===== config.mk =====
export PLATFORM = sky130hd
export DESIGN_NAME = tei_top
export DESIGN_NICKNAME = d
export VERILOG_FILES = /design/src/common/tei_pkg.sv /design/src/common/tei_hpd_if.sv /design/src/core/tei_hpd_det.sv /design/src/core/tei_top.sv
export SDC_FILE = /design/constraint.sdc
export NUM_CORES = 1
export LEC_CHECK = 0
export BUFFER_PORTS_ARGS = -buffer_cell sky130_fd_sc_hd__clkbuf_2
export CORE_ASPECT_RATIO = 0.9
export CORE_UTILIZATION = 55
export CTS_BUF_LIST = sky130_fd_sc_hd__clkbuf_2 sky130_fd_sc_hd__clkbuf_4 sky130_fd_sc_hd__clkbuf_8
export DETAILED_ROUTE_END_ITERATION = 8
export PLACE_DENSITY_LB_ADDON = 0.25
export SYNTH_ARGS = -nofsm -noshare
export SYNTH_HDL_FRONTEND = slang
export SYNTH_SLANG_ARGS = --single-unit
export TNS_END_PERCENT = 1

===== constraint.sdc =====
create_clock -name i_clk -period 5.5 [get_ports i_clk]
set_input_delay 1.1 -clock i_clk [delete_from_list [all_inputs] [get_ports i_clk]]
set_output_delay 1.1 -clock i_clk [all_outputs]
set_load 0.03 [all_outputs]

===== src/common/tei_pkg.sv =====
package tei_pkg;
   localparam int unsigned CLK_HZ = 20_000_000;
   localparam int unsigned HPD_CONN_MS = 10;
   localparam int unsigned HPD_DISC_MS = 100;
   localparam int unsigned HPD_TGL_MIN_MS = 50;
   localparam int unsigned HPD_TGL_MAX_MS = 99;
   localparam int unsigned HPD_CONN_CYC = HPD_CONN_MS * (CLK_HZ / 1000);
   localparam int unsigned HPD_DISC_CYC = HPD_DISC_MS * (CLK_HZ / 1000);
   localparam int unsigned HPD_TGL_MIN_CYC = HPD_TGL_MIN_MS * (CLK_HZ / 1000);
   localparam int unsigned HPD_TGL_MAX_CYC = HPD_TGL_MAX_MS * (CLK_HZ / 1000);
   localparam int unsigned HPD_CNT_W = 22;
   localparam int unsigned EV_N = 10;
   typedef logic [EV_N-1:0] tei_ev_t;
   typedef logic [HPD_CNT_W-1:0] tei_cnt_t;
   // Pending flag positions
   localparam int unsigned EV_CONNECT = 0;
   localparam int unsigned EV_DISCONNECT = 1;
   localparam int unsigned EV_TOGGLE = 2;
   localparam int unsigned EV_LINK_UP = 3;
   localparam int unsigned EV_LINK_DOWN = 4;
   localparam int unsigned EV_FRAME_SYNC = 5;
   localparam int unsigned EV_BRIDGE_UNLOCK = 6;
   localparam int unsigned EV_CP14 = 7;
   localparam int unsigned EV_CP14_TIMER = 8;
   localparam int unsigned EV_CP23_TIMER = 9;
   localparam tei_ev_t PEND_RST = 10'h000;
   typedef enum logic [1:0] {
      TEI_HPD_IDLE = 2'b00,
      TEI_HPD_LOW = 2'b01,
      TEI_HPD_HIGH = 2'b10
   } tei_hpd_e;
endpackage : tei_pkg


===== src/common/tei_hpd_if.sv =====
`timescale 1ns/1ns
interface tei_hpd_if;
   logic connect_ev;
   logic disconnect_ev;
   logic toggle_ev;
   logic level;
   modport src (output connect_ev, output disconnect_ev, output toggle_ev, output level);
   modport snk (input connect_ev, input disconnect_ev, input toggle_ev, input level);
endinterface : tei_hpd_if


===== src/core/tei_hpd_det.sv =====
`timescale 1ns/1ns
module tei_hpd_det #(
   parameter tei_pkg::tei_cnt_t P_CONN_CYC = tei_pkg::tei_cnt_t'(tei_pkg::HPD_CONN_CYC),
   parameter tei_pkg::tei_cnt_t P_DISC_CYC = tei_pkg::tei_cnt_t'(tei_pkg::HPD_DISC_CYC),
   parameter tei_pkg::tei_cnt_t P_TGL_MIN_CYC = tei_pkg::tei_cnt_t'(tei_pkg::HPD_TGL_MIN_CYC),
   parameter tei_pkg::tei_cnt_t P_TGL_MAX_CYC = tei_pkg::tei_cnt_t'(tei_pkg::HPD_TGL_MAX_CYC)
) (
   input wire logic i_clk,
   input wire logic i_sys_rst,
   input wire logic i_hot_plug_sense,
   tei_hpd_if.src o_ev
);
   import tei_pkg::*;

   tei_hpd_e state_r;
   tei_cnt_t cnt_r;
   logic disc_seen_r;
   logic conn_ev_r;
   logic disc_ev_r;
   logic tgl_ev_r;
   logic level_r;

   // State follows the line; first cycle after reset only records the level
   always_ff @(posedge i_clk) begin
      if (i_sys_rst) begin
         state_r <= TEI_HPD_IDLE;
         level_r <= 1'b0;
      end else begin
         level_r <= i_hot_plug_sense;
         case (state_r)
            TEI_HPD_IDLE: state_r <= i_hot_plug_sense ? TEI_HPD_HIGH : TEI_HPD_LOW;
            TEI_HPD_LOW: if (i_hot_plug_sense) state_r <= TEI_HPD_HIGH;
            TEI_HPD_HIGH: if (!i_hot_plug_sense) state_r <= TEI_HPD_LOW;
            default: state_r <= TEI_HPD_IDLE;
         endcase
      end
   end

   // Cycles held at the present level, saturating so long holds never wrap
   always_ff @(posedge i_clk) begin
      if (i_sys_rst) begin
         cnt_r <= '0;
      end else if (state_r == TEI_HPD_IDLE || i_hot_plug_sense != level_r) begin
         cnt_r <= tei_cnt_t'(1);
      end else if (cnt_r != '1) begin
         cnt_r <= cnt_r + tei_cnt_t'(1);
      end
   end

   // Events are single cycles; disconnect at a low hold's limit, connect at a high hold's limit after a disconnect, toggle when an in-range low pulse ends
   always_ff @(posedge i_clk) begin
      if (i_sys_rst) begin
         conn_ev_r <= 1'b0;
         disc_ev_r <= 1'b0;
         tgl_ev_r <= 1'b0;
         disc_seen_r <= 1'b0;
      end else begin
         conn_ev_r <= 1'b0;
         disc_ev_r <= 1'b0;
         tgl_ev_r <= 1'b0;
         if (state_r == TEI_HPD_HIGH && level_r && i_hot_plug_sense && disc_seen_r
             && cnt_r == P_CONN_CYC) begin
            conn_ev_r <= 1'b1;
            disc_seen_r <= 1'b0;
         end
         if (state_r == TEI_HPD_LOW && !level_r && !i_hot_plug_sense && cnt_r == P_DISC_CYC) begin
            disc_ev_r <= 1'b1;
            disc_seen_r <= 1'b1;
         end
         // Low pulse ending: its width is the count held while low
         if (state_r == TEI_HPD_LOW && !level_r && i_hot_plug_sense
             && cnt_r >= P_TGL_MIN_CYC && cnt_r <= P_TGL_MAX_CYC) begin
            tgl_ev_r <= 1'b1;
         end
      end
   end

   assign o_ev.connect_ev = conn_ev_r;
   assign o_ev.disconnect_ev = disc_ev_r;
   assign o_ev.toggle_ev = tgl_ev_r;
   assign o_ev.level = level_r;
endmodule : tei_hpd_det


===== src/core/tei_top.sv =====
`timescale 1ns/1ns
module tei_top #(
   parameter int unsigned P_HPD_CONN_CYC = tei_pkg::HPD_CONN_CYC,
   parameter int unsigned P_HPD_DISC_CYC = tei_pkg::HPD_DISC_CYC,
   parameter int unsigned P_HPD_TGL_MIN_CYC = tei_pkg::HPD_TGL_MIN_CYC,
   parameter int unsigned P_HPD_TGL_MAX_CYC = tei_pkg::HPD_TGL_MAX_CYC,
   parameter bit P_CP14_EN = 1'b1,
   parameter bit P_CP23_EN = 1'b1
) (
   input wire logic i_clk,
   input wire logic i_sys_rst,
   input wire logic i_hot_plug_sense,
   input wire logic i_link_clk_stable,
   input wire logic i_vsync,
   input wire logic i_bridge_locked,
   input wire logic i_cp14_irq,
   input wire logic i_cp14_timer_irq,
   input wire logic i_cp23_timer_irq,
   input wire tei_pkg::tei_ev_t i_pend_clr,
   output logic [tei_pkg::EV_N-1:0] o_pending,
   output logic o_link_status,
   output logic o_hot_plug_level,
   output logic o_irq
);
   import tei_pkg::*;

   // Sources that exist only in a build carrying that protection engine
   localparam tei_ev_t BUILD_MASK = {P_CP23_EN, P_CP14_EN, P_CP14_EN, 7'h7F};

   tei_hpd_if hpd_ev ();

   tei_hpd_det #(
      .P_CONN_CYC(tei_cnt_t'(P_HPD_CONN_CYC)),
      .P_DISC_CYC(tei_cnt_t'(P_HPD_DISC_CYC)),
      .P_TGL_MIN_CYC(tei_cnt_t'(P_HPD_TGL_MIN_CYC)),
      .P_TGL_MAX_CYC(tei_cnt_t'(P_HPD_TGL_MAX_CYC))
   ) u_hpd (
      .i_clk(i_clk),
      .i_sys_rst(i_sys_rst),
      .i_hot_plug_sense(i_hot_plug_sense),
      .o_ev(hpd_ev)
   );

   logic link_status_r;
   logic vsync_r;
   logic locked_r;
   logic cp14_r;
   logic cp14_tmr_r;
   logic cp23_tmr_r;
   tei_ev_t pend_r;
   tei_ev_t pend_nxt;
   tei_ev_t ev_set;
   logic irq_r;

   // Link status tracks the stable indication from the link clock monitor
   always_ff @(posedge i_clk) begin
      if (i_sys_rst) begin
         link_status_r <= 1'b0;
      end else begin
         link_status_r <= i_link_clk_stable;
      end
   end

   // Previous samples for edge detection; lock starts high so a bridge unlocked out of reset flags an unlock
   always_ff @(posedge i_clk) begin
      if (i_sys_rst) begin
         vsync_r <= 1'b0;
         locked_r <= 1'b1;
         cp14_r <= 1'b0;
         cp14_tmr_r <= 1'b0;
         cp23_tmr_r <= 1'b0;
      end else begin
         vsync_r <= i_vsync;
         locked_r <= i_bridge_locked;
         cp14_r <= i_cp14_irq;
         cp14_tmr_r <= i_cp14_timer_irq;
         cp23_tmr_r <= i_cp23_timer_irq;
      end
   end

   always_comb begin
      ev_set = '0;
      ev_set[EV_CONNECT] = hpd_ev.connect_ev;
      ev_set[EV_DISCONNECT] = hpd_ev.disconnect_ev;
      ev_set[EV_TOGGLE] = hpd_ev.toggle_ev;
      // Separate flags let software tell up from down on one source
      ev_set[EV_LINK_UP] = i_link_clk_stable && !link_status_r;
      ev_set[EV_LINK_DOWN] = !i_link_clk_stable && link_status_r;
      ev_set[EV_FRAME_SYNC] = i_vsync && !vsync_r;
      ev_set[EV_BRIDGE_UNLOCK] = !i_bridge_locked && locked_r;
      ev_set[EV_CP14] = i_cp14_irq && !cp14_r;
      ev_set[EV_CP14_TIMER] = i_cp14_timer_irq && !cp14_tmr_r;
      ev_set[EV_CP23_TIMER] = i_cp23_timer_irq && !cp23_tmr_r;
      ev_set = ev_set & BUILD_MASK;
      // A set in the clearing cycle wins so no event is lost
      pend_nxt = (pend_r & ~i_pend_clr) | ev_set;
   end

   always_ff @(posedge i_clk) begin
      if (i_sys_rst) begin
         pend_r <= PEND_RST;
         irq_r <= 1'b0;
      end else begin
         pend_r <= pend_nxt;
         irq_r <= |pend_nxt;
      end
   end

   assign o_pending = pend_r;
   assign o_link_status = link_status_r;
   assign o_hot_plug_level = hpd_ev.level;
   assign o_irq = irq_r;
endmodule : tei_top


; ---- After elaboration in Yosys (flattened, before gate mapping)
; Index checks and enable logic that the tools add are counted.
[totals]
reg_bits = 46
inputBits = 19
output_inout_bits = 13
[classes]
addsub = 1
magnitude_cmp = 2
n_eq_ne = 8
n_mux = 11
bitwise = 3
reduce_logical = 33
[op_table]
columns = operator, n
row1 = $add 22x1->22 const B, 1
row2 = $eq 22x18->1 const B, 1
row3 = $eq 22x21->1 const B, 1
row4 = $ge 22x20->1 const B, 1
row5 = $le 22x21->1 const B, 1
row6 = $ne 22x22->1 const B, 1
row7 = $logic_and 1x1->1, 17
row8 = $and 10x10->10, 1
row9 = $not 10->10, 1
row10 = $or 10x10->10, 1
row11 = $reduce_or 10->1, 1
row12 = $logic_not 1->1, 9
row13 = $mux 1, 7
row14 = $mux 2, 3
row15 = $pmux 2 s3, 1
row16 = $ne 2x2->1 const B, 2
row17 = $reduce_bool 2->1, 2
row18 = $eq 2x1->1 const B, 1
row19 = $eq 2x2->1 const B, 1
row20 = $logic_not 2->1, 1
row21 = $reduce_and 2->1, 1
row22 = $reduce_or 2->1, 1
row23 = $logic_or 1x1->1, 1
row24 = $ne 1x1->1, 1

; ---- Longest topological paths before layout
; Gate-level depths: netlist of run 1.
[depth]
ltp_word = 7
mapped_depth = 9
depth_no_buf = 6

; ---- Cells and area by module
; A second synthesis of run 1 with hierarchy kept.
[unflattened]
hier_cells = 283
area_unflattened_um2 = 2364.8
[modules_own_cells]
columns = mod, n_inst, cells_per_inst, area_each_um2, seq_area_each_um2
row1 = tei_hpd_det, 1, 222, 1775.5, 580.6
row2 = tei_top, 1, 61, 589.3, 340.3

; ---- Worst setup path before layout of run 1
; Ideal clock, no wire load.
[synth_path]
kind = input port to flip-flop
start = in i_hot_plug_sense
end = reg u_hpd.cnt_r[12]
setup_time_ns = 0.091
t_arrival_ns = 1.818
required_time_ns = 5.409
slack_ns = 3.591
cell_stages = 5
cell_sequence = xor2_1 > nor2_1 > nand2_1 > clkbuf_1 > a311oi_1
[synth_via]
elab_chain_cells = 3
[synth_rtl]
columns = item, line
row1 = start: declaration, tei_top.sv:12  ; input wire logic i_hot_plug_sense,
row2 = $ne 1x1->1, tei_hpd_det.sv:43  ; end else if (state_r == TEI_HPD_IDLE || i_hot_plug_sense != level_r) begin
row3 = $logic_or 1x1->1, tei_hpd_det.sv:43
row4 = $reduce_or 2->1 (no source line), --
row5 = end signal: assignment, tei_hpd_det.sv:44  ; cnt_r <= tei_cnt_t'(1);
row6 = end signal: assignment, tei_hpd_det.sv:46  ; cnt_r <= cnt_r + tei_cnt_t'(1);
row7 = end: declaration, tei_hpd_det.sv:16  ; tei_cnt_t cnt_r;
; Every way passes these cells.
; A chain may end at the register's enable or synchronous reset.

; ---- Final worst setup path of run 1
[layout_path]
start = in i_sys_rst
end = reg u_hpd.cnt_r[12]
[layout_via]
elab_chain_cells = 1
[layout_rtl]
columns = item, line
row1 = start: declaration, tei_top.sv:11  ; input wire logic i_sys_rst,
row2 = $reduce_or 2->1 (no source line), --
; Every way passes these cells.

==> qor.txt, run 1 <==
Core Util, Final -> 0.641
clock share of power -> 0.353
clock buffer depth -> 2
final antenna-violating net count -> 0
die area -> 4120 sq um
DRT Pass-1 Iters -> 6
GR Layer Usage met1 -> 0.334
status -> finished, violations left
asr flop ratio synth -> 0
clk_skew -> 0.00597 ns
Synth Area in Simple Gates -> 0.286
Die X-Extent -> 67.6 um
Die Height -> 61.0 um
clk slew on worst S/H paths -> 0.08 ns
Total GRT Usage -> 0.231
Post-synth top cells -> dfxtp_1, nor2_1, inv_1, a21oi_1, nand2_1
placed cell areas -> 2280 sq um
CP required -> 5.70 ns
Avg WL per Cell -> 13.3 um
largest family of logic cells by synthesized area -> simple AND/OR/NAND/NOR gates
switch share -> 0.232
count leader, synth -> dfxtp_1
Sw Pwr -> 140 uW
crit end category -> flip-flop
worst setup path startpoint -> i_sys_rst
post-synthesis sequential area ratio -> 0.433
GP Congestion -> 0.877
crit path max fanout -> 22
synth unique cells -> 42
CTS H-tree lvls -> 2
antenna violations before repair -> 0
CTS buffer count -> 5
failing checks -> DRC
Synth area leader -> dfxtp_1
Pint -> 463 uW
final hold violations -> 0
Seq cells post-synth -> 46
FF-to-FF path depth -> 5
vias in the first global route -> 1,539
Final Max Tran Viols -> 0
postcts setup bufs -> 0
unrepaired setup endpoints after global routing -> no
grt met3 use -> 0.0526
Gate power share -> 0.073
CTS tree -> built
power density over the cells -> 254 nW/um^2
HPWL after DPL -> 3090 um
Mapped Cells -> 260
Setup TNS Final -> 0 ns
# DRC -> 2
Final Cell Area -> 2380 sq um
global-route wire length before repair -> 7020 um
port bufs -> 31
Synth Flop Type -> dfxtp_1
Worst Hold Class -> flip-flop to flip-flop
DRT Wirelength -> 4400 um
Reg-to-Reg Start -> u_hpd.cnt_r[8]$_SDFFE_PP0P_
yosys warns -> 0
M2 GR Usage -> 0.322
mux contribution to synthesized area -> 0.00471
leak pwr -> 1.02 nW
share of cells above drive strength 1 -> 0.155
Synthesized Nets -> 281
Final period util -> 0.394
core area -> 3700 sq um
Clock Latency Late Sink -> 0.30 ns
via count -> 1,849
PostCTS Resize Cnt -> 0
drt via density -> 5.60
initial core utilization -> 0.574
n_diodes -> 0
syn avg cell area -> 8.18 sq um
Hold Path Depth -> 2
dpl cells -> 322
FP Rows -> 21
XOR/XNOR Fraction of Synth Area -> 0.0700
Crit Path Category -> primary input to flip-flop
setup violators final -> 0
Sink Count -> 46
Slew headroom -> 0.553
critical path arrival -> 2.37 ns
Synth Area in Compound Gates -> 0.128
Adder-Cell Fraction of Synth Area -> 0.0118
Seq pwr share -> 0.574
max cap viols -> 0
I/O pins -> 32
Worst Max-Slew Pin Slew -> 0.669 ns
top cells by area, synth -> dfxtp_1, nor2_1, xnor2_1, nand4_1, a21oi_1
CTS hold repair buffers -> 0
grt ovf -> 0
minimum clock period -> 2.17 ns
total power -> 603 uW
worst min-delay path startpoint -> u_hpd.o_ev.disconnect_ev$_SDFF_PP0_
gr busiest metal -> met1
Fmax achieved -> 0.461 GHz
Cell Area, Synth -> 2130 sq um
Final Non-Filler Cells -> 330
1st-iter DRT viols -> 135
pin count of the biggest net entering global routing -> 23
Root Driver -> clkbuf_8
Post-synth EDFFs -> 0
Area Growth Syn to Fin -> 11.7%
Yosys top cell area share -> 0.433
Max VDD drop -> 0.176 mV
CP startpoint kind -> primary input
Final #Nets -> 304
-- cell usage in the layout, fill, tap and decap left out, drive strengths merged, types with 2 or more instances in the layout --
cell type  Yosys  routed
dfxtp         46      46
nor2          42      42
clkbuf        10      38
inv           20      20
a21oi         16      16
nand2         16      16
nand4         15      15
xnor2         12      12
nor3           8       8
a22oi          6       6
nand3          6       6
xor2           5       5
and2           5       5
a31oi          4       4
nor2b          4       4
and4           4       4
and3           4       4
or3            3       3
nor4b          3       3
nand4b         3       3
a211oi         3       3
o21ai          2       2
o211a          2       2
ha             2       2
-- path summary, 6_finish.rpt --
kind	to	slack, ns
setup / recovery	u_hpd.cnt_r[12]$_SDFFE_PP0P_	3.33
hold / removal	o_pending[1]$_SDFF_PP0_	0.46
setup reg to reg	u_hpd.cnt_r[20]$_SDFFE_PP0P_	3.37
hold reg to reg	o_pending[1]$_SDFF_PP0_	0.46
-- state kept, by name, indices dropped and copies added, names as in the netlist --
| register | count |
|---|---|
| cp14_tmr_r | 1 |
| u_hpd.o_ev.level | 1 |
| o_pending | 10 |
| vsync_r | 1 |
| o_link_status | 1 |
| u_hpd.o_ev.connect_ev | 1 |
| u_hpd.state_r | 2 |
| cp23_tmr_r | 1 |
| u_hpd.o_ev.disconnect_ev | 1 |
| u_hpd.cnt_r | 22 |
| locked_r | 1 |
| o_irq | 1 |
| u_hpd.disc_seen_r | 1 |
| cp14_r | 1 |
| u_hpd.o_ev.toggle_ev | 1 |
-- layer usage --
metal  share of wire  wire length, um  vias to the layer above
met4           0.017               73                        0
met3           0.051              223                        7
li1                -                -                      946
met2            0.43             1880                       50
met1            0.51             2230                      846
met5               0                0                        -
-- kinds of logic (layout without fill, tap and decap cells) --
logic type               after synthesis  count (layout)
AO/OA/AOI/OAI                         41              41
flip-flops                            46              46
buffers and inverters                 36              60
XOR/XNOR                              17              17
AND/OR/NAND/NOR                      117             117
adder cells (fa/ha/maj)                2               2
multiplexers                           1               1
-- metrics by stage --
step                hold WS (ns)  setup slack, ns
finish                     0.462             3.33
global route               0.473             3.18
CTS                        0.463             3.28
detailed placement         0.451             2.98
global placement           0.430             3.03
floorplan                  0.424             3.59
-- area by class of cell --
type                            instances  area (sq um)
Clock inverter                          1          5.00
Timing Repair Buffer                   32           163
Sequential cell                        46           921
Fill cell                             324          1330
Clock buffer                            7          90.1
Inverter                               20          75.1
Multi-Input combinational cell        178          1060
Tap cell                               46          57.6
-- critical path: stages --
cell	delay, ns
clkbuf_2	0.28
inv_1	0.21
nand2_1	0.42
a311oi_1	0.35
-- power groups by stage --
stage | combinational (mW) | clock (mW) | sequential (mW)
after floorplan | 0.0194 | 0 | 0.362
after global placement | 0.0433 | 0 | 0.353
after detailed placement | 0.0437 | 0 | 0.354
after CTS | 0.0440 | 0.219 | 0.346
after global routing | 0.0490 | 0.232 | 0.347
final | 0.0437 | 0.213 | 0.346
(Power assumes the default switching activity.)
==> inputs of run 2 (changes only) <==
clock period = 2.2 ns   (was 5.5 ns; I/O delays follow)
==> qor.txt, run 2 (synthesized netlist as in run 1, its figures left out) <==
Clock Latency Late Sink -> 0.29 ns (about the same)
minimum clock period -> 1.92 ns
CTS tree -> built
Final #Nets -> 313 (+3.0%)
wire length on met1 -> 2170 um (-2.3%)
DRT Pass-1 Iters -> 4 (-2)
dpl cells -> 331 (+2.8%)
PostCTS Resize Cnt -> 0 (unchanged)
1st-iter DRT viols -> 144 (+6.7%)
global-route wire length before repair -> 7220 um (+2.8%)
FP Rows -> 21 (unchanged)
most common library cell in the layout ignoring fill and taps -> dfxtp_1
share of cells above drive strength 1 -> 0.181 (+0.0260)
Setup TNS Final -> 0 ns (unchanged)
final antenna-violating net count -> 0 (unchanged)
DRT Wirelength -> 4540 um (+3.2%)
postcts setup bufs -> 0 (unchanged)
vias in the first global route -> 1,592 (+3.4%)
CP required -> 2.44 ns (-3.26 ns)
metal3 WL -> 363 um (+63%)
CP most frequent cell -> or3_1
drt via density -> 5.68 (+1.3%)
total power -> 1.61 mW (+170%)
power density over the cells -> 652 nW/um^2 (+160%)
CTS H-tree lvls -> 2 (unchanged)
Die Height -> 61.0 um (unchanged)
Core Util, Final -> 0.665 (+0.0233)
slowest stage delay, CP -> 0.51 ns (+0.09 ns)
placed cell areas -> 2350 sq um (+3.0%)
HPWL after DPL -> 3300 um (+6.6%)
pin count of the biggest net entering global routing -> 21 (-8.7%)
crit path max fanout -> 7 (-68%)
Sink Count -> 46 (unchanged)
final hold violations -> 0 (unchanged)
CTS buffer count -> 5 (unchanged)
# DRC -> 0 (-2)
initial core utilization -> 0.574 (unchanged)
Fmax achieved -> 0.521 GHz
most frequent cells in the layout -> dfxtp_1, nor2_1, clkbuf_2
CP startpoint kind -> flip-flop
Final WS setup -> 0.279 ns (-3.05 ns)
clk slew on worst S/H paths -> 0.08 ns (about the same)
grt ovf -> 0 (unchanged)
Final Non-Filler Cells -> 339 (+2.7%)
Slowest-stage cell, CP -> or4b_1
Cell Chain, Critical Path -> or3_1 > or3_1 > or4b_1 > nand3_1 > o211a_1
met2 wire len -> 1980 um (+5.5%)
setup violators final -> 0 (unchanged)
Setup WS pre-CTS -> 0.331 ns (-2.65 ns)
Largest register FFs -> 22 (unchanged)
CTS hold repair buffers -> 0 (unchanged)
n_diodes -> 0 (unchanged)
Root Driver -> clkbuf_8
Final period util -> 0.873
Slew headroom -> 0.711 (+0.158)
critical path arrival -> 2.16 ns (-0.21 ns)
Worst Max-Slew Pin Slew -> 0.433 ns (-0.236 ns)
clock buffer depth -> 2 (unchanged)
antenna violations before repair -> 0 (unchanged)
I/O pins -> 32 (unchanged)
die area -> 4120 sq um (unchanged)
core area -> 3700 sq um (unchanged)
DR top layer -> met4
leak pwr -> 1.07 nW (+5.0%)
Max VDD drop -> 0.512 mV (+190%)
port bufs -> 31 (unchanged)
Biggest register -> u_hpd.cnt_r
GP Congestion -> 0.904 (+3.1%)
Avg WL per Cell -> 13.4 um (+0.44%)
Total GRT Usage -> 0.234 (+0.00388)
via count -> 1,925 (+4.1%)
status -> finished, final reports clean
crit end category -> flip-flop
hold slack -> 0.344 ns (-0.118 ns)
max cap viols -> 0 (unchanged)
Final Cell Area -> 2460 sq um (+3.6%)
unrepaired setup endpoints after global routing -> no
clk_skew -> 0.00308 ns (-0.00289 ns)
Area Growth Syn to Fin -> 15.8%
Crit Path Category -> flip-flop to flip-flop
Worst Hold Class -> primary input to flip-flop
Die X-Extent -> 67.6 um (unchanged)
Final Max Tran Viols -> 0 (unchanged)
run 2: final cells by class:
cell class	count	area [sq um]
Clock buffer	6	76.3
Fill cell	298	1240
Inverter	20	75.1
Multi-Input combinational cell	178	1060
Timing Repair Buffer	41	230
Clock inverter	2	37.5
Sequential cell	46	921
Tap cell	46	57.6
run 2: worst max-delay path: cells and delay by family, from the launching register on:
kind            cells  cell delay [ns]
simple gates        4             1.36
compound gates      1             0.14
flops               1             0.38
run 2: per-layer routing:
metal,global-route usage,vias to the layer above
met1,0.340,886
met2,0.341,69
li1,-,966
met3,0.0639,4
met4,0.0608,0
met5,0,-
run 2: worst paths after layout:
| path | from | to | slack, ns | depth (start not counted) |
|---|---|---|---|---|
| setup reg to reg | u_hpd.cnt_r[2]$_SDFFE_PP0P_ | u_hpd.o_ev.toggle_ev$_SDFF_PP0_ | 0.28 | 5 |
| setup / recovery | u_hpd.cnt_r[2]$_SDFFE_PP0P_ | u_hpd.o_ev.toggle_ev$_SDFF_PP0_ | 0.28 | 5 |
| hold / removal | i_bridge_locked | locked_r$_SDFF_PP1_ | 0.34 | 3 |
| hold reg to reg | u_hpd.o_ev.connect_ev$_SDFF_PP0_ | o_pending[0]$_SDFF_PP0_ | 0.46 | 2 |
run 2: power breakdown:
| part | internal (mW) | switching (mW) |
|---|---|---|
| Sequential | 0.852 | 0.0134 |
| Clock | 0.351 | 0.277 |
| Combinational | 0.0413 | 0.0712 |
| Total | 1.24 | 0.362 |
==> inputs of run 3 (changes only) <==
PLACE_DENSITY = 0.75   (was not set)
PLACE_DENSITY_LB_ADDON = not set   (was 0.25)
TNS_END_PERCENT = 10   (was 1)
==> qor.txt, run 3 (synthesized netlist as in run 1, its figures left out) <==
Min-Delay Endpoint -> locked_r$_SDFF_PP1_
most common library cell in the layout ignoring fill and taps -> dfxtp_1
CTS buffer count -> 5 (unchanged)
GP Congestion -> 0.865 (-4.3%)
Gate power share -> 0.078 (+0.008)
Biggest register -> u_hpd.cnt_r
grt ovf -> 0 (unchanged)
clock share of power -> 0.331 (-0.060)
power density over the cells -> 612 nW/um^2 (-6.2%)
final hold violations -> 0 (unchanged)
PostCTS Resize Cnt -> 0 (unchanged)
initial core utilization -> 0.574 (unchanged)
Setup TNS Final -> 0 ns (unchanged)
Avg WL per Cell -> 13.5 um (+0.99%)
CP required -> 2.45 ns (about the same)
Final #Nets -> 308 (-1.6%)
core area -> 3700 sq um (unchanged)
Sink Count -> 46 (unchanged)
Clock Latency Late Sink -> 0.30 ns (about the same)
slowest stage delay, CP -> 0.52 ns (about the same)
clk slew on worst S/H paths -> 0.08 ns (about the same)
Setup WS pre-CTS -> 0.323 ns (-0.00751 ns)
Largest register FFs -> 22 (unchanged)
switch share -> 0.242 (+0.0172)
Final period util -> 0.863 (-0.00978)
global-route wire length before repair -> 7000 um (-3.1%)
Reg-to-Reg Start -> u_hpd.cnt_r[2]$_SDFFE_PP0P_
CTS hold repair buffers -> 0 (unchanged)
port bufs -> 31 (unchanged)
n_diodes -> 0 (unchanged)
# DRC -> 0 (unchanged)
FF-to-FF path depth -> 5 (unchanged)
Sw Pwr -> 354 uW (-2.0%)
I/O pins -> 32 (unchanged)
minimum clock period -> 1.90 ns (-0.0215 ns)
antenna violations before repair -> 0 (unchanged)
Total GRT Usage -> 0.233 (-0.00199)
Fmax achieved -> 0.526 GHz (+1.1%)
clk_skew -> 0.00728 ns (+0.00419 ns)
final antenna-violating net count -> 0 (unchanged)
critical path arrival -> 2.15 ns (about the same)
Max VDD drop -> 0.496 mV (-3.2%)
HPWL after DPL -> 3280 um (-0.68%)
CTS tree -> built
dpl cells -> 326 (-1.5%)
postcts setup bufs -> 0 (unchanged)
Die Height -> 61.0 um (unchanged)
Slew headroom -> 0.616 (-0.0947)
via count -> 1,873 (-2.7%)
status -> finished, final reports clean
1st-iter DRT viols -> 97 (-33%)
unrepaired setup endpoints after global routing -> no
setup violators final -> 0 (unchanged)
Area Growth Syn to Fin -> 12.4%
drt via density -> 5.62 (-0.95%)
share of cells above drive strength 1 -> 0.164 (-0.0171)
Root Driver -> clkbuf_8
FP Rows -> 21 (unchanged)
worst min-delay path startpoint -> i_bridge_locked
Worst Max-Slew Pin Slew -> 0.574 ns (+0.141 ns)
vias in the first global route -> 1,493 (-6.2%)
DRT Pass-1 Iters -> 4 (unchanged)
Seq pwr share -> 0.592 (+0.053)
Pint -> 1.11 mW (-11%)
Worst Hold Class -> primary input to flip-flop
max cap viols -> 0 (unchanged)
Slowest-stage cell, CP -> or4b_1
reg2reg end -> u_hpd.o_ev.toggle_ev$_SDFF_PP0_
DRT Wirelength -> 4510 um (-0.79%)
Final WS setup -> 0.300 ns (+0.0215 ns)
CTS H-tree lvls -> 2 (unchanged)
Hold Path Depth -> 3 (unchanged)
Cell Chain, Critical Path -> or3_1 > or3_1 > or4b_1 > nand3_1 > o211a_1
Final Non-Filler Cells -> 333 (-1.8%)
most frequent cells in the layout -> dfxtp_1, nor2_1, clkbuf_2
CP startpoint kind -> flip-flop
register-to-register setup slack -> 0.30 ns (+0.02 ns)
total power -> 1.46 mW (-9.0%)
Die X-Extent -> 67.6 um (unchanged)
Final Max Tran Viols -> 0 (unchanged)
Crit Path Category -> flip-flop to flip-flop
die area -> 4120 sq um (unchanged)
crit path max fanout -> 7 (unchanged)
CP most frequent cell -> or3_1
clock buffer depth -> 2 (unchanged)
leak pwr -> 1.03 nW (-3.7%)
crit end category -> flip-flop
pin count of the biggest net entering global routing -> 22 (+4.8%)
## run 3: changes by cell type in the layout (fill, tap and decap cells not counted)
cell | previous run | this run
clkinv_2 | 0 | 2
bufinv_16 | 1 | 0
buf_4 | 10 | 5
clkbuf_4 | 1 | 0
clkinvlp_4 | 1 | 0
## run 3: layout make-up
cell class	count	area (sq um)
tap	46	57.6
inverter	20	75.1
sequential	46	921
timing repair buffer	36	193
clock inverter	2	10.0
multi-input combinational	178	1060
clock buffer	5	68.8
fill	330	1320
## run 3: stage by stage
| stage | util | hold WS (ns) | area (sq um) |
|---|---|---|---|
| 2_1_floorplan | - | 0.424 | 2130 |
| 3_3_place_gp | 0.624 | 0.439 | 2310 |
| 3_5_place_dp | 0.624 | 0.445 | 2310 |
| 4_1_cts | 0.645 | 0.343 | 2390 |
| 5_1_grt | 0.645 | 0.354 | 2390 |
| 6_report | 0.645 | 0.345 | 2390 |
## run 3: worst max path at each step
stage / from / to / cells after the start
4_1_cts: u_hpd.cnt_r[2]$_SDFFE_PP0P_ / u_hpd.o_ev.toggle_ev$_SDFF_PP0_ / 5
6_report: u_hpd.cnt_r[2]$_SDFFE_PP0P_ / u_hpd.o_ev.toggle_ev$_SDFF_PP0_ / 5
5_1_grt: u_hpd.cnt_r[2]$_SDFFE_PP0P_ / u_hpd.o_ev.toggle_ev$_SDFF_PP0_ / 5
3_5_place_dp: u_hpd.cnt_r[2]$_SDFFE_PP0P_ / u_hpd.o_ev.toggle_ev$_SDFF_PP0_ / 5
2_1_floorplan: u_hpd.cnt_r[2]$_SDFFE_PP0P_ / u_hpd.o_ev.toggle_ev$_SDFF_PP0_ / 5
3_3_place_gp: u_hpd.cnt_r[2]$_SDFFE_PP0P_ / u_hpd.o_ev.toggle_ev$_SDFF_PP0_ / 5
## run 3: power by group through the flow
stage / registers, mW / logic [mW] / clock network (mW)
2_1_floorplan: 0.904 / 0.0485 / 0
3_3_place_gp: 0.884 / 0.113 / 0
3_5_place_dp: 0.885 / 0.114 / 0
4_1_cts: 0.865 / 0.114 / 0.500
5_1_grt: 0.869 / 0.128 / 0.522
6_report: 0.865 / 0.113 / 0.484
## run 3: worst max-delay path: cells and delay by family (launching register included)
family / cells / cell delay (ns)
compound gates: 1 / 0.14
flops: 1 / 0.37
simple gates: 4 / 1.35
## run 3: metal layers
metal  track usage  vias up  wire length [um]
met5             0        -                 0
met4        0.0973        0                65
met3        0.0639       10               298
met2         0.327       51              1920
met1         0.332      857              2220
li1              -      955                 -
